==> src/hw/fifo_irq_map.vh <==
`ifndef FIFO_IRQ_MAP_VH
`define FIFO_IRQ_MAP_VH

// register byte addresses
`define ADDR_CONFIG        8'h00
`define ADDR_THRESHOLD     8'h08
`define ADDR_COUNT         8'h0c
`define ADDR_STATUS        8'h10
`define ADDR_CLEAR         8'h14
`define ADDR_ENABLE        8'h18

// config field positions
`define CFG_BLK_LSB        0
`define CFG_BLK_MSB        3
`define CFG_SRC_LSB        8
`define CFG_SRC_MSB        11
`define CFG_SYNC_BIT       12
`define CFG_PERIODIC_BIT   13
`define CFG_ADC_SAMPLE_BIT 14
`define CFG_ADC_BURST_BIT  15
`define CFG_BANK_BIT       16
`define CFG_WIDTH          17

// status / clear / enable bit positions
`define ST_FIFO_BIT        0
`define ST_THRESH_BIT      1
`define ST_WIDTH           2

// reset values
`define CONFIG_RESET       17'h00000
`define THRESHOLD_RESET    32'h00000000
`define ENABLE_RESET       2'h0

// fifo interrupt sizing
`define BLK_LAST_DOUBLING  4'ha
`define BLK_FRACT_FIRST    4'hb
`define BLK_BASE_SAMPLES   20'h00200
`define BLK_FRACT_SAMPLES  20'h00010
`define BLK_SAMPLES_LAST   8'hff

// axi responses
`define RESP_OKAY          2'h0
`define RESP_SLVERR        2'h2

`endif

==> src/hw/fifo_block_irq_threshold.v <==
`timescale 1ns/1ns
`default_nettype none
`include "fifo_irq_map.vh"

module fifo_block_irq_threshold #(
  parameter CNT_W = 20,
  parameter DIN_N = 4
) (
  input  wire        i_clk,
  input  wire        i_srst,
  input  wire        i_fifo_wr,
  input  wire        i_sample_done,
  input  wire        i_frame_max,
  input  wire        i_trig_start,
  input  wire        i_trig_stop,
  input  wire [3:0]  i_din,
  input  wire [7:0]  i_awaddr,
  input  wire        i_awvalid,
  output reg         o_awready,
  input  wire [31:0] i_wdata,
  input  wire [3:0]  i_wstrb,
  input  wire        i_wvalid,
  output reg         o_wready,
  output reg  [1:0]  o_bresp,
  output reg         o_bvalid,
  input  wire        i_bready,
  input  wire [7:0]  i_araddr,
  input  wire        i_arvalid,
  output reg         o_arready,
  output reg  [31:0] o_rdata,
  output reg  [1:0]  o_rresp,
  output reg         o_rvalid,
  input  wire        i_rready,
  output reg         o_irq,
  output reg         o_thresh_pulse,
  output reg         o_adc_sample_start,
  output reg         o_adc_burst_start
);

  // configuration and state registers
  reg [`CFG_WIDTH-1:0] config_reg;
  reg [31:0]           event_threshold_count_reg;
  reg [31:0]           thr_cnt_reg;
  reg                  thr_done_reg;
  reg [CNT_W-1:0]      fifo_cnt_reg;
  reg [7:0]            blk_cnt_reg;
  reg [`ST_WIDTH-1:0]  status_reg;
  reg [`ST_WIDTH-1:0]  enable_reg;

  // bus state
  reg                  aw_got_reg;
  reg                  w_got_reg;
  reg [7:0]            waddr_reg;
  reg [31:0]           wdata_reg;
  reg [3:0]            wstrb_reg;

  // input synchronisers
  reg [DIN_N-1:0]      din_meta_reg;
  reg [DIN_N-1:0]      din_sync_reg;
  reg [DIN_N-1:0]      din_prev_reg;

  wire [3:0] fifo_irq_block_count     = config_reg[`CFG_BLK_MSB:`CFG_BLK_LSB];
  wire [3:0] threshold_counter_source = config_reg[`CFG_SRC_MSB:`CFG_SRC_LSB];
  wire       threshold_trigger_sync   = config_reg[`CFG_SYNC_BIT];
  wire       periodic_mode            = config_reg[`CFG_PERIODIC_BIT];
  wire       register_bank_select     = config_reg[`CFG_BANK_BIT];

  // --- register write decode ---
  wire       wr_do   = aw_got_reg & w_got_reg & ~o_bvalid;
  wire       wr_cfg  = wr_do & (waddr_reg == `ADDR_CONFIG);
  wire       wr_thr  = wr_do & (waddr_reg == `ADDR_THRESHOLD) & register_bank_select;
  wire       wr_clr  = wr_do & (waddr_reg == `ADDR_CLEAR);
  wire       wr_en   = wr_do & (waddr_reg == `ADDR_ENABLE);
  wire       wr_hit  = wr_cfg | wr_clr | wr_en |
                       (wr_do & (waddr_reg == `ADDR_THRESHOLD));

  // byte-lane merge for the write data
  reg [31:0] cfg_merge;
  reg [31:0] thr_merge;
  integer    b;
  always @* begin
    cfg_merge = {{(32-`CFG_WIDTH){1'b0}}, config_reg};
    thr_merge = event_threshold_count_reg;
    for (b = 0; b < 4; b = b + 1) begin
      if (wstrb_reg[b]) begin
        cfg_merge[8*b +: 8] = wdata_reg[8*b +: 8];
        thr_merge[8*b +: 8] = wdata_reg[8*b +: 8];
      end
    end
  end

  // --- digital input edge events ---
  wire [DIN_N-1:0] din_rise;
  wire [DIN_N-1:0] din_fall;
  genvar g;
  generate
    for (g = 0; g < DIN_N; g = g + 1) begin : g_din
      assign din_rise[g] = din_sync_reg[g] & ~din_prev_reg[g];
      assign din_fall[g] = ~din_sync_reg[g] & din_prev_reg[g];
    end
  endgenerate

  // --- fifo block-count interrupt ---
  reg [CNT_W-1:0] fifo_target;
  always @* begin
    if (fifo_irq_block_count <= `BLK_LAST_DOUBLING) begin
      fifo_target = `BLK_BASE_SAMPLES << fifo_irq_block_count;
    end else begin
      fifo_target = `BLK_FRACT_SAMPLES <<
                    (fifo_irq_block_count - `BLK_FRACT_FIRST);
    end
  end

  wire [CNT_W-1:0] fifo_cnt_inc = fifo_cnt_reg + {{(CNT_W-1){1'b0}}, 1'b1};
  wire             fifo_event   = i_fifo_wr & (fifo_cnt_inc >= fifo_target);
  wire             block_event  = i_fifo_wr & (blk_cnt_reg == `BLK_SAMPLES_LAST);

  // --- threshold counter source select ---
  reg [15:0] src_events;
  always @* begin
    src_events      = 16'h0000;
    src_events[1]   = i_sample_done;
    src_events[2]   = block_event;
    src_events[3]   = i_frame_max;
    src_events[4]   = i_trig_start;
    src_events[5]   = i_trig_stop;
    src_events[8]   = din_rise[0];
    src_events[9]   = din_fall[0];
    src_events[10]  = din_rise[1];
    src_events[11]  = din_fall[1];
    src_events[12]  = din_rise[2];
    src_events[13]  = din_fall[2];
    src_events[14]  = din_rise[3];
    src_events[15]  = din_fall[3];
  end
  wire count_event = src_events[threshold_counter_source];

  // --- threshold counter ---
  wire        thr_zero   = (event_threshold_count_reg == 32'h00000000);
  wire [31:0] thr_minus1 = event_threshold_count_reg - 32'h00000001;
  wire [31:0] thr_inc    = thr_cnt_reg + 32'h00000001;
  reg  [31:0] thr_cnt_next;
  reg         thr_done_next;
  reg         thr_fire;
  always @* begin
    thr_cnt_next  = thr_cnt_reg;
    thr_done_next = thr_done_reg;
    thr_fire      = 1'b0;
    if (threshold_trigger_sync & i_trig_start) begin
      thr_cnt_next  = 32'h00000000;
      thr_done_next = 1'b0;
    end else if (wr_thr) begin
      thr_cnt_next  = 32'h00000000;
      thr_done_next = 1'b0;
    end else if (count_event & ~thr_zero & ~thr_done_reg) begin
      if (periodic_mode) begin
        if (thr_cnt_reg == event_threshold_count_reg) begin
          thr_fire     = 1'b1;
          thr_cnt_next = 32'h00000000;
        end else begin
          thr_cnt_next = thr_inc;
        end
      end else begin
        thr_cnt_next = thr_inc;
        if (thr_cnt_reg == thr_minus1) begin
          thr_fire      = 1'b1;
          thr_done_next = 1'b1;
        end
      end
    end
  end

  // --- status: set wins over clear ---
  reg [`ST_WIDTH-1:0] status_set;
  reg [`ST_WIDTH-1:0] status_next;
  always @* begin
    status_set                 = {`ST_WIDTH{1'b0}};
    status_set[`ST_FIFO_BIT]   = fifo_event;
    status_set[`ST_THRESH_BIT] = thr_fire;
    status_next                = status_reg;
    if (wr_clr) begin
      status_next = status_reg & ~wdata_reg[`ST_WIDTH-1:0];
    end
    status_next = status_next | status_set;
  end

  // --- read mux ---
  reg [31:0] rd_data;
  reg        rd_hit;
  always @* begin
    rd_data = 32'h00000000;
    rd_hit  = 1'b1;
    case (i_araddr)
      `ADDR_CONFIG: begin
        rd_data[`CFG_WIDTH-1:0] = config_reg;
      end
      `ADDR_THRESHOLD: begin
        if (register_bank_select) begin
          rd_data = event_threshold_count_reg;
        end
      end
      `ADDR_COUNT: begin
        rd_data = thr_cnt_reg;
      end
      `ADDR_STATUS: begin
        rd_data[`ST_WIDTH-1:0] = status_reg;
      end
      `ADDR_CLEAR: begin
        rd_data = 32'h00000000;
      end
      `ADDR_ENABLE: begin
        rd_data[`ST_WIDTH-1:0] = enable_reg;
      end
      default: begin
        rd_hit = 1'b0;
      end
    endcase
  end

  // --- clocked logic ---
  always @(posedge i_clk) begin
    if (i_srst) begin
      config_reg                <= `CONFIG_RESET;
      event_threshold_count_reg <= `THRESHOLD_RESET;
      thr_cnt_reg               <= 32'h00000000;
      thr_done_reg              <= 1'b0;
      fifo_cnt_reg              <= {CNT_W{1'b0}};
      blk_cnt_reg               <= 8'h00;
      status_reg                <= {`ST_WIDTH{1'b0}};
      enable_reg                <= `ENABLE_RESET;
      aw_got_reg                <= 1'b0;
      w_got_reg                 <= 1'b0;
      waddr_reg                 <= 8'h00;
      wdata_reg                 <= 32'h00000000;
      wstrb_reg                 <= 4'h0;
      din_meta_reg              <= {DIN_N{1'b0}};
      din_sync_reg              <= {DIN_N{1'b0}};
      din_prev_reg              <= {DIN_N{1'b0}};
      o_awready                 <= 1'b1;
      o_wready                  <= 1'b1;
      o_bvalid                  <= 1'b0;
      o_bresp                   <= `RESP_OKAY;
      o_arready                 <= 1'b1;
      o_rvalid                  <= 1'b0;
      o_rresp                   <= `RESP_OKAY;
      o_rdata                   <= 32'h00000000;
      o_irq                     <= 1'b0;
      o_thresh_pulse            <= 1'b0;
      o_adc_sample_start        <= 1'b0;
      o_adc_burst_start         <= 1'b0;
    end else begin
      din_meta_reg <= i_din;
      din_sync_reg <= din_meta_reg;
      din_prev_reg <= din_sync_reg;

      // write address and data, taken in either order
      if (i_awvalid & o_awready) begin
        aw_got_reg <= 1'b1;
        waddr_reg  <= i_awaddr;
        o_awready  <= 1'b0;
      end
      if (i_wvalid & o_wready) begin
        w_got_reg <= 1'b1;
        wdata_reg <= i_wdata;
        wstrb_reg <= i_wstrb;
        o_wready  <= 1'b0;
      end
      if (wr_do) begin
        o_bvalid <= 1'b1;
        o_bresp  <= wr_hit ? `RESP_OKAY : `RESP_SLVERR;
      end
      if (o_bvalid & i_bready) begin
        o_bvalid   <= 1'b0;
        aw_got_reg <= 1'b0;
        w_got_reg  <= 1'b0;
        o_awready  <= 1'b1;
        o_wready   <= 1'b1;
      end
      if (wr_cfg) begin
        config_reg <= cfg_merge[`CFG_WIDTH-1:0];
      end
      if (wr_thr) begin
        event_threshold_count_reg <= thr_merge;
      end
      if (wr_en) begin
        enable_reg <= wdata_reg[`ST_WIDTH-1:0];
      end

      // read channel
      if (i_arvalid & o_arready) begin
        o_arready <= 1'b0;
        o_rvalid  <= 1'b1;
        o_rdata   <= rd_data;
        o_rresp   <= rd_hit ? `RESP_OKAY : `RESP_SLVERR;
      end
      if (o_rvalid & i_rready) begin
        o_rvalid  <= 1'b0;
        o_arready <= 1'b1;
      end

      // sample counters
      if (i_fifo_wr) begin
        blk_cnt_reg  <= blk_cnt_reg + 8'h01;
        fifo_cnt_reg <= fifo_event ? {CNT_W{1'b0}} : fifo_cnt_inc;
      end

      thr_cnt_reg  <= thr_cnt_next;
      thr_done_reg <= thr_done_next;
      status_reg   <= status_next;

      // threshold output routing and interrupt output
      o_thresh_pulse     <= thr_fire;
      o_adc_sample_start <= thr_fire & config_reg[`CFG_ADC_SAMPLE_BIT];
      o_adc_burst_start  <= thr_fire & config_reg[`CFG_ADC_BURST_BIT];
      o_irq              <= |(status_next & enable_reg);
    end
  end

endmodule

`default_nettype wire

==> config.mk <==
export PLATFORM = sky130hd
export DESIGN_NAME = fifo_block_irq_threshold
export DESIGN_NICKNAME = d
export VERILOG_FILES = /design/src/hw/fifo_block_irq_threshold.v
export VERILOG_INCLUDE_DIRS = /design/src /design/src/hw
export SDC_FILE = /design/constraint.sdc
export NUM_CORES = 1
export LEC_CHECK = 0
export BUFFER_PORTS_ARGS = -buffer_cell sky130_fd_sc_hd__buf_4
export CORE_MARGIN = 2
export CORE_UTILIZATION = 32
export DETAILED_ROUTE_END_ITERATION = 7
export GPL_TIMING_DRIVEN = 0
export PLACE_DENSITY = 0.56
export RECOVER_POWER = 25
export SYNTH_ARGS = -nofsm -noshare
export SYNTH_HDL_FRONTEND = slang
export SYNTH_SLANG_ARGS = --single-unit
==> constraint.sdc <==
create_clock -name i_clk -period 4.5 [get_ports i_clk]
set_input_delay 0.675 -clock i_clk [delete_from_list [all_inputs] [get_ports i_clk]]
set_output_delay 0.675 -clock i_clk [all_outputs]
set_load 0.01 [all_outputs]
==> impl_metrics.json <==
{
  "tightest_slew_ns": 1.152,
  "synth_cell_types": 76,
  "synth-async-reset-ratio_pct": 0,
  "drc": 0,
  "skew_ns": 0.01269,
  "rows": 67,
  "dr.first_iter.drc_count": 703,
  "relSlewSlack_pct": 22.71,
  "pin_count": 113,
  "grt_pass1_vias": 9508,
  "critPathRequiredTime_ns": 4.98,
  "yosysSeqAreaShare_pct": 39.80,
  "cts.sinks": 215,
  "hp-class": "in -> reg",
  "slew_viol_final": 0,
  "pre_cts_ws_ns": 0.1279,
  "path_delay_family": "simple AND/OR/NAND/NOR gates",
  "gp_congestion": 0.9269,
  "ir_drop_mv": 0.2736,
  "cts_max_level": 1,
  "portBuffers": 107,
  "initial_core_util_pct": 32.33,
  "dieArea_um2": 35280,
  "post-synth-top-count-cell": "nand2_1",
  "grt_overflow_total": 0,
  "synth_edf_count": 0,
  "diodes": 0,
  "setup_viol": 0,
  "synth_area_um2": 10820,
  "cts_tree": "yes",
  "crit_buf_inv": 2,
  "outcome": "complete, no violations",
  "cp-endpoint": "fifo_cnt_reg[12]",
  "ys_warn_count": 0,
  "fmax_ghz": 0.2513,
  "ys.flop_type": "dfxtp_1",
  "via_per_inst": 5.090,
  "power_density_nw_per_um2": 338.4,
  "layout-drive-gt1-share_pct": 9.673,
  "die_w_um": 187.8,
  "rsz0062_at_grt": "no",
  "die_y_um": 187.8,
  "slowest_stage": "dfxtp_1",
  "critPathCaptureType": "flop",
  "cts_made_buffers": 25,
  "fin_ws_ns": 0.5213,
  "critPathLaunchType": "flop",
  "syn_avg_cell_area_um2": 7.854,
  "place_hpwl_mm": 27.10,
  "dr.pass1.iters": 5,
  "dp.cells": 1933,
  "synth-seq-cells": 215,
  "max_cap_violations": 0,
  "worstSkewPairLatency_ns": 0.55,
  "critPathMaxStageDelay_ns": 0.41,
  "grtUsageTotal_pct": 19.55,
  "core_um2": 33450,
  "path_cells": "ha_1 -> and3_1 -> and3_1 -> and3_1 -> and3_1 -> clkbuf_1 -> xor2_1 -> ha_1 -> a21oi_1 -> nor2b_1 -> a2111oi_0 -> o311ai_0 -> nand3_1 -> nand2b_2 -> clkbuf_2 -> nor2_1",
  "vias": 10069,
  "ctsHoldBuffers": 0,
  "r2r_cells": 16,
  "cts_setup_buffers": 0,
  "synthTopCellsByCount": "258 x nand2_1, 215 x dfxtp_1, 135 x nor2_1, 133 x a21oi_1, 82 x clkbuf_1",
  "fin_tns_setup_ns": 0,
  "r2r_start": "fifo_cnt_reg[0]",
  "cts.clk_slew.worst_paths_ns": 0.06,
  "syn_inst": 1377,
  "nets": 1603,
  "r2r_end": "fifo_cnt_reg[12]",
  "startpoint": "fifo_cnt_reg[0]",
  "p_leak_nw": 4.725,
  "yosysTopAreaCell": "dfxtp_1",
  "fin_crit_ns": 3.979,
  "area_delta_synth_final_pct": 19.77,
  "r2r_slack_ns": 0.52,
  "critical_path_class": "reg -> reg",
  "crit_arrival_ns": 4.45,
  "cts-root-buf": "clkbuf_16",
  "grt_max_degree": 14,
  "hold_viol_final": 0,
  "synth.top_cell.area_share_pct": 39.80,
  "antenna_left": 0,
  "wl_per_cell_um": 17.61,
  "path_depth": 16,
  "ys_top_cells_by_area": "dfxtp_1 40%, nand2_1 9.0%, a21oi_1 6.2%",
  "fin_crit_sh_pct": 88.42,
  "wirelength_mm": 34.84,
  "stdcell_count": 1978,
  "max-clock-path-buffers": 3,
  "antenna_found_initial": 0,
  "cts_resized": 0,
  "grt_pass1_wl_mm": 54.52,
  "path_common_cell": "and3_1",
  "worstPathMaxFanout": 10
}
per-layer routing:
layer  vias up  share of wire (%)  global-route usage (%)
li1       5034                  -                       -
met1      4691                 46                   27.16
met2       280                 44                   31.13
met3        64                5.6                   2.471
met4         0                3.6                   6.996
met5         -                  0                       0
area by class of cell:
cell class / instances / area, um2
fill: 3543 / 20490
multi-input combinational: 1038 / 6025
sequential: 215 / 4304
clock buffer: 38 / 784.5
timing repair buffer: 107 / 675.6
tap: 448 / 560.5
buffer: 96 / 391.6
clock inverter: 8 / 107.6
inverter: 28 / 105.1
stage by stage:
step	hold slack, ns	area, um2	utilization [%]	total power, W
after CTS	0.3107	13080	39.11	0.004451
after global placement	0.4224	12180	36.42	0.002281
final	0.3331	12950	38.73	0.004383
after floorplan	0.4138	10820	-	0.002153
after global routing	0.3368	12950	38.73	0.004553
after detailed placement	0.4251	12190	36.44	0.002285
power by group:
part / total, W / internal [W] / switching (W)
clock: 0.00215 / 0.00132 / 0.000835
sequential: 0.00199 / 0.00195 / 0.0000349
combinational: 0.000243 / 0.0000976 / 0.000145
logic make-up (layout without fill, tap and decap cells):
kind of cell / count (synthesis) / count (layout) / synth area share, %
buffers and inverters: 125 / 277 / 4.616
flip-flops: 215 / 215 / 39.80
other: 1 / 2 / 0.03467
AO/OA/AOI/OAI: 250 / 250 / 14.78
XOR/XNOR: 109 / 109 / 8.827
adder cells (fa/ha/maj): 24 / 24 / 2.777
multiplexers: 10 / 10 / 0.9602
AND/OR/NAND/NOR: 643 / 643 / 28.20
worst register-to-register path, cell delays in order (launching register included):
cell,delay (ns)
dfxtp_1,0.41
ha_1,0.19
and3_1,0.21
and3_1,0.23
and3_1,0.24
and3_1,0.17
clkbuf_1,0.24
xor2_1,0.20
ha_1,0.26
a21oi_1,0.16
nor2b_1,0.06
a2111oi_0,0.40
o311ai_0,0.25
nand3_1,0.30
nand2b_2,0.22
clkbuf_2,0.24
nor2_1,0.13
placed cells by master, fill, tap and decap left out, types with 5 or more instances in the layout:
cell type / netlist / final
and4_1: 5 / 5
clkbuf_1: 82 / 116
nand4_1: 22 / 22
xor2_1: 41 / 41
nand3b_1: 5 / 5
xnor2_1: 68 / 68
a211oi_1: 9 / 9
nor2b_1: 23 / 23
a21oi_1: 133 / 133
a221oi_1: 17 / 17
clkbuf_8: 0 / 11
o211ai_1: 6 / 6
buf_1: 5 / 5
nand3_1: 43 / 43
nor4_1: 21 / 21
nor3b_1: 5 / 5
nand2_1: 258 / 258
ha_1: 24 / 24
nand2b_1: 15 / 14
o21ai_0: 21 / 21
nor2_1: 135 / 135
and3_1: 14 / 14
and2_1: 13 / 13
clkbuf_16: 0 / 25
buf_4: 2 / 75
nor3_1: 48 / 48
a222oi_1: 14 / 14
a31oi_1: 5 / 5
inv_1: 28 / 28
dfxtp_1: 215 / 215
buf_2: 5 / 5
mux2i_1: 7 / 7
or3_1: 12 / 12
how the worst min path moves through the flow:
stage / cells after the start / slack [ns] / endpoint / startpoint
after detailed placement: 1 / 0.43 / din_sync_reg[2] / din_meta_reg[2]
after global placement: 1 / 0.42 / din_sync_reg[3] / din_meta_reg[3]
after floorplan: 1 / 0.41 / din_sync_reg[0] / din_meta_reg[0]
after CTS: 2 / 0.31 / o_wready / i_wvalid
final: 2 / 0.33 / o_wready / i_wvalid
after global routing: 2 / 0.34 / din_meta_reg[0] / i_din[0]
Note: power is estimated with default switching activity, not from simulation.
